--- config.mk ---
export PLATFORM = sky130hd
export DESIGN_NAME = bit_toggle_branch_call_exec
export DESIGN_NICKNAME = d
export VERILOG_FILES = /design/src/hdl/exec_pkg.sv /design/src/hdl/bit_toggle_branch_call_exec.sv /design/src/hdl/phase_gen.sv /design/src/hdl/addr_form.sv
export SDC_FILE = /design/constraint.sdc
export NUM_CORES = 1
export LEC_CHECK = 0
export ABC_AREA = 1
export BUFFER_PORTS_ARGS = -buffer_cell sky130_fd_sc_hd__buf_2
export CORE_AREA = 2 2 118 235
export CTS_CLUSTER_DIAMETER = 200
export DETAILED_ROUTE_END_ITERATION = 8
export DIE_AREA = 0 0 120 237
export PLACE_DENSITY = 0.46
export SETUP_SLACK_MARGIN = 0.4
export SLEW_MARGIN = 30
export SYNTH_ARGS = -nofsm -noshare
export SYNTH_HDL_FRONTEND = slang
export SYNTH_SLANG_ARGS = --single-unit
export TNS_END_PERCENT = 20
--- constraint.sdc ---
create_clock -name clk_i -period 2.6 [get_ports clk_i]
set_input_delay 0.26 -clock clk_i [delete_from_list [all_inputs] [get_ports clk_i]]
set_output_delay 0.26 -clock clk_i [all_outputs]
set_load 0.05 [all_outputs]
--- src/hdl/exec_pkg.sv ---
// Constants and carriers for the bit-toggle, branch and call execution block.
// Assumes a single 200 MHz clock with four phases per instruction cycle.
// Contract
// RULE_01: Bit toggle inverts only the chosen bit of the addressed byte.
// RULE_02: Bit toggle is opcode nibble 0111 with bit index, access bit and address, and leaves flags alone.
// RULE_03: Access bit 0 picks the access bank, access bit 1 uses the bank select register.
// RULE_04: With the extended set on and access bit 0, addresses up to 95 use indexed literal offset mode.
// RULE_05: Bit toggle takes one cycle: decode, read, process, write back.
// RULE_06: Branch on overflow loads the program counter only when overflow is 1.
// RULE_07: Branch on overflow is upper byte 1110 0100 with a signed offset and leaves flags alone.
// RULE_08: Branch on zero loads the program counter only when zero is 1.
// RULE_09: Branch on zero is upper byte 1110 0000 with a signed offset and leaves flags alone.
// RULE_10: A taken branch goes to the incremented counter plus twice the signed offset.
// RULE_11: A branch takes one cycle untaken, two taken, with the counter written in phase four.
// RULE_12: A call pushes counter plus 4 and loads the 20-bit literal into counter bits 20 to 1.
// RULE_13: With the shadow flag set, a call copies working, status and bank select into shadows.
// RULE_14: A call is two words and two cycles, the second word giving literal bits 19 to 8.
// RULE_15: A met skip condition discards the next instruction with idle cycles, one more if it is two words.
package exec_pkg;
	localparam int PC_W = 21;
	localparam int ADDR_W = 12;
	localparam logic [3:0] OPC_TOGGLE = 4'h7;
	localparam logic [3:0] OPC_SKIP_CLR = 4'hb;
	localparam logic [3:0] OPC_SKIP_SET = 4'ha;
	localparam logic [7:0] OPC_BR_OV = 8'he4;
	localparam logic [7:0] OPC_BR_Z = 8'he0;
	localparam logic [6:0] OPC_CALL = 7'h76;
	localparam logic [3:0] OPC_SECOND = 4'hf;
	localparam logic [7:0] INDEXED_LIMIT = 8'h5f;
	localparam logic [7:0] ACCESS_SPLIT = 8'h60;
	localparam logic [3:0] ACCESS_HIGH_BANK = 4'hf;
	localparam logic [PC_W-1:0] PC_STEP = 21'h000002;
	localparam logic [PC_W-1:0] CALL_RET_STEP = 21'h000004;
	localparam logic [PC_W-1:0] PC_RESET = 21'h000000;
	localparam int PHASES = 4;
	typedef enum logic [1:0] {Q1 = 2'b00, Q2 = 2'b01, Q3 = 2'b11, Q4 = 2'b10} phase_t;
	typedef enum logic [1:0] {RUN = 2'b00, IDLE = 2'b01, CALL2 = 2'b11} mode_t;
	typedef struct packed {
		logic [7:0] w;
		logic [7:0] status;
		logic [7:0] bank_select_register;
	} ctx_t;
	typedef struct packed {
		logic we;
		logic [ADDR_W-1:0] addr;
		logic [7:0] wdata;
	} dmem_wr_t;
endpackage : exec_pkg

--- src/hdl/bit_toggle_branch_call_exec.sv ---
// Executes bit toggle, overflow and zero branches, bit skips and the call.
// Assumes the core presents the instruction at phase one with its address in pc_i.
// Data memory reads are combinational from dmem_addr_o.
`timescale 1ns/1ps
module bit_toggle_branch_call_exec
	import exec_pkg::*;
(
	input wire logic clk_i,
	input wire logic rstn_i,
	input wire logic [15:0] instr_i,
	input wire logic [PC_W-1:0] pc_i,
	input wire logic next_two_word_i,
	input wire logic flag_ov_i,
	input wire logic flag_z_i,
	input wire logic ext_en_i,
	input wire logic [ADDR_W-1:0] index_base_i,
	input wire ctx_t ctx_i,
	input wire logic [7:0] dmem_rdata_i,
	output logic [ADDR_W-1:0] dmem_addr_o,
	output dmem_wr_t dmem_wr_o,
	output logic pc_we_o,
	output logic [PC_W-1:0] pc_new_o,
	output logic push_o,
	output logic [PC_W-1:0] return_stack_top_o,
	output logic shadow_we_o,
	output ctx_t shadow_o,
	output logic idle_o,
	output logic cycle_end_o
);
	typedef struct packed {
		mode_t mode;
		logic [1:0] idle_left;
		logic [7:0] lit_lo;
		logic shadow_sel;
		logic [7:0] data;
		dmem_wr_t wr;
		logic pc_we;
		logic [PC_W-1:0] pc_new;
		logic push;
		logic [PC_W-1:0] return_stack_top;
		logic shadow_we;
		ctx_t shadow;
	} state_t;

	state_t st;
	state_t next_st;
	phase_t phase;
	logic [ADDR_W-1:0] addr;

	function automatic logic [PC_W-1:0] branch_target(input logic [PC_W-1:0] pc, input logic [7:0] n);
		logic [PC_W-1:0] off;
		off = {{(PC_W-9){n[7]}}, n, 1'b0};
		branch_target = pc + PC_STEP + off;
	endfunction : branch_target

	phase_gen u_phase (
		.clk_i(clk_i),
		.rstn_i(rstn_i),
		.phase_o(phase)
	);

	addr_form u_addr (
		.f_i(instr_i[7:0]),
		.access_i(instr_i[8]),
		.bsr_i(ctx_i.bank_select_register),
		.ext_en_i(ext_en_i),
		.index_base_i(index_base_i),
		.addr_o(addr)
	);

	wire logic is_toggle = instr_i[15:12] == OPC_TOGGLE; // RULE_02
	wire logic is_skip = instr_i[15:12] == OPC_SKIP_CLR || instr_i[15:12] == OPC_SKIP_SET;
	wire logic is_bov = instr_i[15:8] == OPC_BR_OV; // RULE_07
	wire logic is_bz = instr_i[15:8] == OPC_BR_Z; // RULE_09
	wire logic is_call = instr_i[15:9] == OPC_CALL;
	wire logic bit_val = dmem_rdata_i[instr_i[11:9]];
	wire logic run_phase = st.mode == RUN;

	always_comb begin
		next_st = st;
		next_st.wr.we = 1'b0;
		next_st.pc_we = 1'b0;
		next_st.push = 1'b0;
		next_st.shadow_we = 1'b0;
		case (st.mode)
			RUN: begin
				case (phase)
					Q2: begin
						next_st.data = dmem_rdata_i; // RULE_05
						next_st.lit_lo = instr_i[7:0];
						next_st.shadow_sel = instr_i[8];
					end
					Q3: begin
						if (is_toggle) begin
							next_st.data = st.data ^ (8'h01 << instr_i[11:9]); // RULE_01
						end
						if (is_call) begin
							next_st.push = 1'b1; // RULE_12
							next_st.return_stack_top = pc_i + CALL_RET_STEP; // RULE_12
							next_st.shadow_we = st.shadow_sel; // RULE_13 RULE_14
							next_st.shadow = ctx_i; // RULE_13
						end
					end
					Q4: begin
						if (is_toggle) begin
							next_st.wr.we = 1'b1; // RULE_05
							next_st.wr.addr = addr;
							next_st.wr.wdata = st.data;
						end
						if ((is_bov && flag_ov_i) || (is_bz && flag_z_i)) begin // RULE_06 RULE_08
							next_st.pc_we = 1'b1; // RULE_11
							next_st.pc_new = branch_target(pc_i, instr_i[7:0]); // RULE_10
							next_st.mode = IDLE; // RULE_11
							next_st.idle_left = 2'd1;
						end
						// Bit 12 set means skip on a clear bit, so the sense is inverted
						if (is_skip && (bit_val != instr_i[12])) begin
							next_st.mode = IDLE; // RULE_15
							next_st.idle_left = next_two_word_i ? 2'd2 : 2'd1; // RULE_15
						end
						if (is_call) begin
							next_st.mode = CALL2; // RULE_14
						end
					end
					default: begin
					end
				endcase
			end
			CALL2: begin
				if (phase == Q4) begin
					next_st.pc_we = 1'b1; // RULE_12
					next_st.pc_new = {instr_i[11:0], st.lit_lo, 1'b0}; // RULE_12 RULE_14
					next_st.mode = RUN;
				end
			end
			IDLE: begin
				if (phase == Q4) begin
					next_st.idle_left = st.idle_left - 2'd1;
					if (st.idle_left == 2'd1) begin
						next_st.mode = RUN;
					end
				end
			end
			default: begin
				next_st.mode = RUN;
			end
		endcase
	end

	always_ff @(posedge clk_i or negedge rstn_i) begin
		if (!rstn_i) begin
			st <= '0;
		end else begin
			st <= next_st;
		end
	end

	assign dmem_addr_o = addr;
	assign dmem_wr_o = st.wr;
	assign pc_we_o = st.pc_we;
	assign pc_new_o = st.pc_new;
	assign push_o = st.push;
	assign return_stack_top_o = st.return_stack_top;
	assign shadow_we_o = st.shadow_we;
	assign shadow_o = st.shadow;
	assign idle_o = !run_phase;
	assign cycle_end_o = phase == Q4;
endmodule : bit_toggle_branch_call_exec

--- src/hdl/phase_gen.sv ---
// Four-phase instruction cycle generator.
// Assumes one clock; each phase lasts one clock cycle.
`timescale 1ns/1ps
module phase_gen
	import exec_pkg::*;
(
	input wire logic clk_i,
	input wire logic rstn_i,
	output phase_t phase_o
);
	phase_t phase;
	phase_t next_phase;
	always_comb begin
		case (phase)
			Q1: next_phase = Q2;
			Q2: next_phase = Q3;
			Q3: next_phase = Q4;
			Q4: next_phase = Q1;
			default: next_phase = Q1;
		endcase
	end
	always_ff @(posedge clk_i or negedge rstn_i) begin
		if (!rstn_i) begin
			phase <= Q1;
		end else begin
			phase <= next_phase;
		end
	end
	assign phase_o = phase;
endmodule : phase_gen

--- src/hdl/addr_form.sv ---
// Forms the data-memory address of a register operand.
// Assumes the indexed base is supplied by the core's index register.
`timescale 1ns/1ps
module addr_form
	import exec_pkg::*;
(
	input wire logic [7:0] f_i,
	input wire logic access_i,
	input wire logic [7:0] bsr_i,
	input wire logic ext_en_i,
	input wire logic [ADDR_W-1:0] index_base_i,
	output logic [ADDR_W-1:0] addr_o
);
	always_comb begin
		if (access_i) begin
			addr_o = {bsr_i[3:0], f_i}; // RULE_03
		end else if (ext_en_i && f_i <= INDEXED_LIMIT) begin
			addr_o = index_base_i + {4'h0, f_i}; // RULE_04
		end else if (f_i < ACCESS_SPLIT) begin
			addr_o = {4'h0, f_i}; // RULE_03
		end else begin
			addr_o = {ACCESS_HIGH_BANK, f_i};
		end
	end
endmodule : addr_form

==> run_results.csv <==
group,metric,value,unit
run_status,outcome,"complete, no violations",
place,pre_cts_ws,96.0,ps
pwr,ir_worst_vdd,0.000421,V
global_routing,grt_max_degree,47,
timing,hold_violations,0,
finish,layout-drive-gt1-share,0.236,
drt,post_drt_wl_per_cell,15.1,µm
yosys,syn_inst,1078,
worst_setup_path,critPathCaptureType,"output pin",
timing,maxSlewHeadroom,0.585,
finish,num-fill-cells,2877,
cts,cts_buffers,17,
global_routing,antenna_found_initial,1,
place,place.gp.congestion,0.832,
timing,fmax,448,MHz
yosys,yosysTopAreaCell,"dfrtp_1",
worst_setup_path,crit_type,"input pin to output pin",
die,fp-row-count,85,
timing,worst_pin_slew,622,ps
die,start_util,0.296,
timing,fin_crit,2230,ps
timing,tns,0,ps
drt,drtIter0Drc,260,
yosys,ys_warn_count,0,
worst_setup_path,start_kind,"input pin",
global_routing,grt_pass1_wl,37500,µm
die,die_h,237,µm
cts,cts_htree_levels,4,
die,ios,191,
die,die_area,28400,µm²
yosys,synth_top_area_frac,0.357,
yosys,synth-seq-area-share,0.357,
worst_setup_path,crit_fanout,5,
global_routing,grt_pass1_vias,6955,
cts,cts.sinks,113,
place,port-buffer-count,190,
cts,insertion_delay,440,ps
cts,clockBufferDepth,2,
drt,totalWireLength,23600,µm
yosys,ys_ff_latch,113,
place,place_area,8610,µm²
pwr,totalPowerFinal,6660,µW
drt,ant_nets,0,
yosys,netlist-cell-type-count,44,
worst_setup_path,cp.required,2340,ps
timing,finalCritPeriodShare,0.858,
finish,insertedDiodeCount,0,
cts,cts.clk_slew.worst_paths,50,ps
drt,drc,0,
die,core_region_area,26700,µm²
timing,finalMaxSlewViolations,0,
worst_setup_path,cp.arrival,1970,ps
hold_path,timing.hold.worst.class,"input pin to register",
drt,dr_total_vias,6993,
pwr,powerDensity,703,nW/µm²
cts,root_buffer,"clkbuf_16",
hold_path,worst_hold_path.num_cells,3,
finish,nets,1339,
timing,rsz0062_at_grt,"true",
flow_run,maxCapViolCount,0,
global_routing,grt_overflow,0,
timing,fin_ws,369,ps
global_routing,grt.total_usage,0.171,
worst_setup_path,r2r_cells,10,
timing,clock_skew,8.62,ps
pwr,leakage,0.00526,µW
yosys,synth_fp_nets,1217,
place,dp_hpwl,18200,µm
cts,cts_tree,"built",
drt,dr.pass1.iters,5,
finish,design_area,9480,µm²
yosys,syn_area,7910,µm²
timing,setup_violations,0,
finish,syn_to_final_growth,19.8,%
die,die_w,120,µm
yosys,synth_area_leaders,"dfrtp_1 36%, nand2_1 19%, buf_4 8.5%",
yosys,syn_area_per_cell,7.34,µm²
timing,whs,26.1,ps
drt,via_per_inst,4.48,
[state kept, by name, indices dropped and copies added (netlist names)]
name and flops:
return_stack_top_o 21, u_phase.phase_o 2, shadow_we_o 1, shadow_o 24, st 21, dmem_wr_o 21, push_o 1, pc_new_o 21
pc_we_o 1
[critical path, stage by stage]
cell and delay (ps):
buf_2 160, ha_1 380, a21oi_1 210, nand2_1 90
a21oi_1 190, xnor2_1 160, nand2_1 130, nand2_1 120
buf_2 270
[where the power goes]
part / switching [µW] / internal (µW)
registers: 150 / 2040
clock network: 872 / 1540
logic: 1450 / 603
total: 2470 / 4190
[through the flow]
step	util	cells
final	0.355	1560
after global routing	0.355	1560
after CTS	0.350	1556
after detailed placement	0.323	1513
after global placement	0.323	1513
after floorplan	-	1078
[repair_timing]
item	in CTS	in global routing
pin swaps	0	6
endpoints found under the setup margin	17	31
hold buffers	12	0
setup buffers	0	3
gates resized for setup	10	28
gates cloned	0	1
hold endpoints to repair	52	0
[layout by cell type, fill, tap and decap left out, drive strengths merged]
| master | instances |
|---|---|
| clkinvlp | 4 |
| a31oi | 2 |
| nor4 | 1 |
| nor3b | 1 |
| mux2 | 2 |
| o21ai | 70 |
| clkinv | 3 |
| nor3 | 7 |
| ha | 50 |
| nand4 | 6 |
| a21oi | 37 |
| clkbuf | 23 |
| nand2 | 403 |
| a21boi | 3 |
| fa | 2 |
| a22oi | 3 |
| a22o | 1 |
| xor2 | 13 |
| o22ai | 5 |
| inv | 98 |
| and2 | 2 |
| nand3 | 61 |
| o211ai | 4 |
| buf | 200 |
| and3 | 1 |
| or2 | 3 |
| nand3b | 7 |
| nor2 | 57 |
| xnor2 | 12 |
| dlygate4sd3 | 12 |
| o21bai | 2 |
| a21o | 1 |
| dfrtp | 113 |
| bufinv | 3 |
[metal layers]
metal | wire length [µm] | vias to the layer above | global-route usage | part of all wire
met1 | 10400 | 3213 | 0.212 | 0.44
met4 | 390 | 0 | 0.0624 | 0.017
li1 | - | 3589 | - | -
met5 | 0 | - | 0 | 0
met2 | 11600 | 172 | 0.287 | 0.49
met3 | 1150 | 19 | 0.0395 | 0.049
[area by class of cell]
class / count / area (µm²) / area share
clock buffer: 21 / 460 / 0.0486
clock inverter: 10 / 135 / 0.0143
tap: 348 / 435 / 0.0459
inverter: 98 / 373 / 0.0393
sequential: 113 / 2830 / 0.298
multi-input combinational: 756 / 4020 / 0.424
timing repair buffer: 214 / 1230 / 0.130
[synthesized netlist by cell type, drive strengths merged]
cell / count
o211ai: 4
nand4: 6
and3: 1
a21o: 1
o21bai: 2
nand3b: 7
nand3: 61
and2: 2
nor3b: 1
ha: 50
xnor2: 12
a21boi: 3
mux2: 2
buf: 102
xor2: 13
a21oi: 37
inv: 98
o21ai: 70
fa: 2
nor4: 1
or2: 3
o22ai: 5
a31oi: 2
a22oi: 3
nor2: 56
dfrtp: 113
nor3: 7
a22o: 1
clkbuf: 10
nand2: 403
[kinds of logic after synthesis]
| group | synth area share |
|---|---|
| AO/OA/AOI/OAI | 0.0886 |
| XOR/XNOR | 0.0277 |
| adder cells (fa/ha/maj) | 0.0841 |
| buffers and inverters | 0.146 |
| flip-flops | 0.357 |
| multiplexers | 0.00285 |
| AND/OR/NAND/NOR | 0.294 |
[path summary, 6_finish.rpt]
| kind | slack, ps | startpoint | end |
|---|---|---|---|
| max | 370 | instr_i[6] | dmem_addr_o[7] |
| min | 30 | ctx_i[10] | shadow_o[10]$_DFFE_PN0P_ |
| max reg2reg | 540 | st[110]$_DFFE_PN0P_ | pc_new_o[8]$_DFFE_PN0P_ |
| min reg2reg | 430 | u_phase.phase_o[0]$_DFF_PN0_ | u_phase.phase_o[1]$_DFF_PN0_ |
| max in group asynchronous | 1410 | rstn_i | shadow_o[21]$_DFFE_PN0P_ |
| min in group asynchronous | 370 | rstn_i | st[97]$_DFFE_PN0P_ |
No activity file was read; power rests on OpenSTA's default activity.
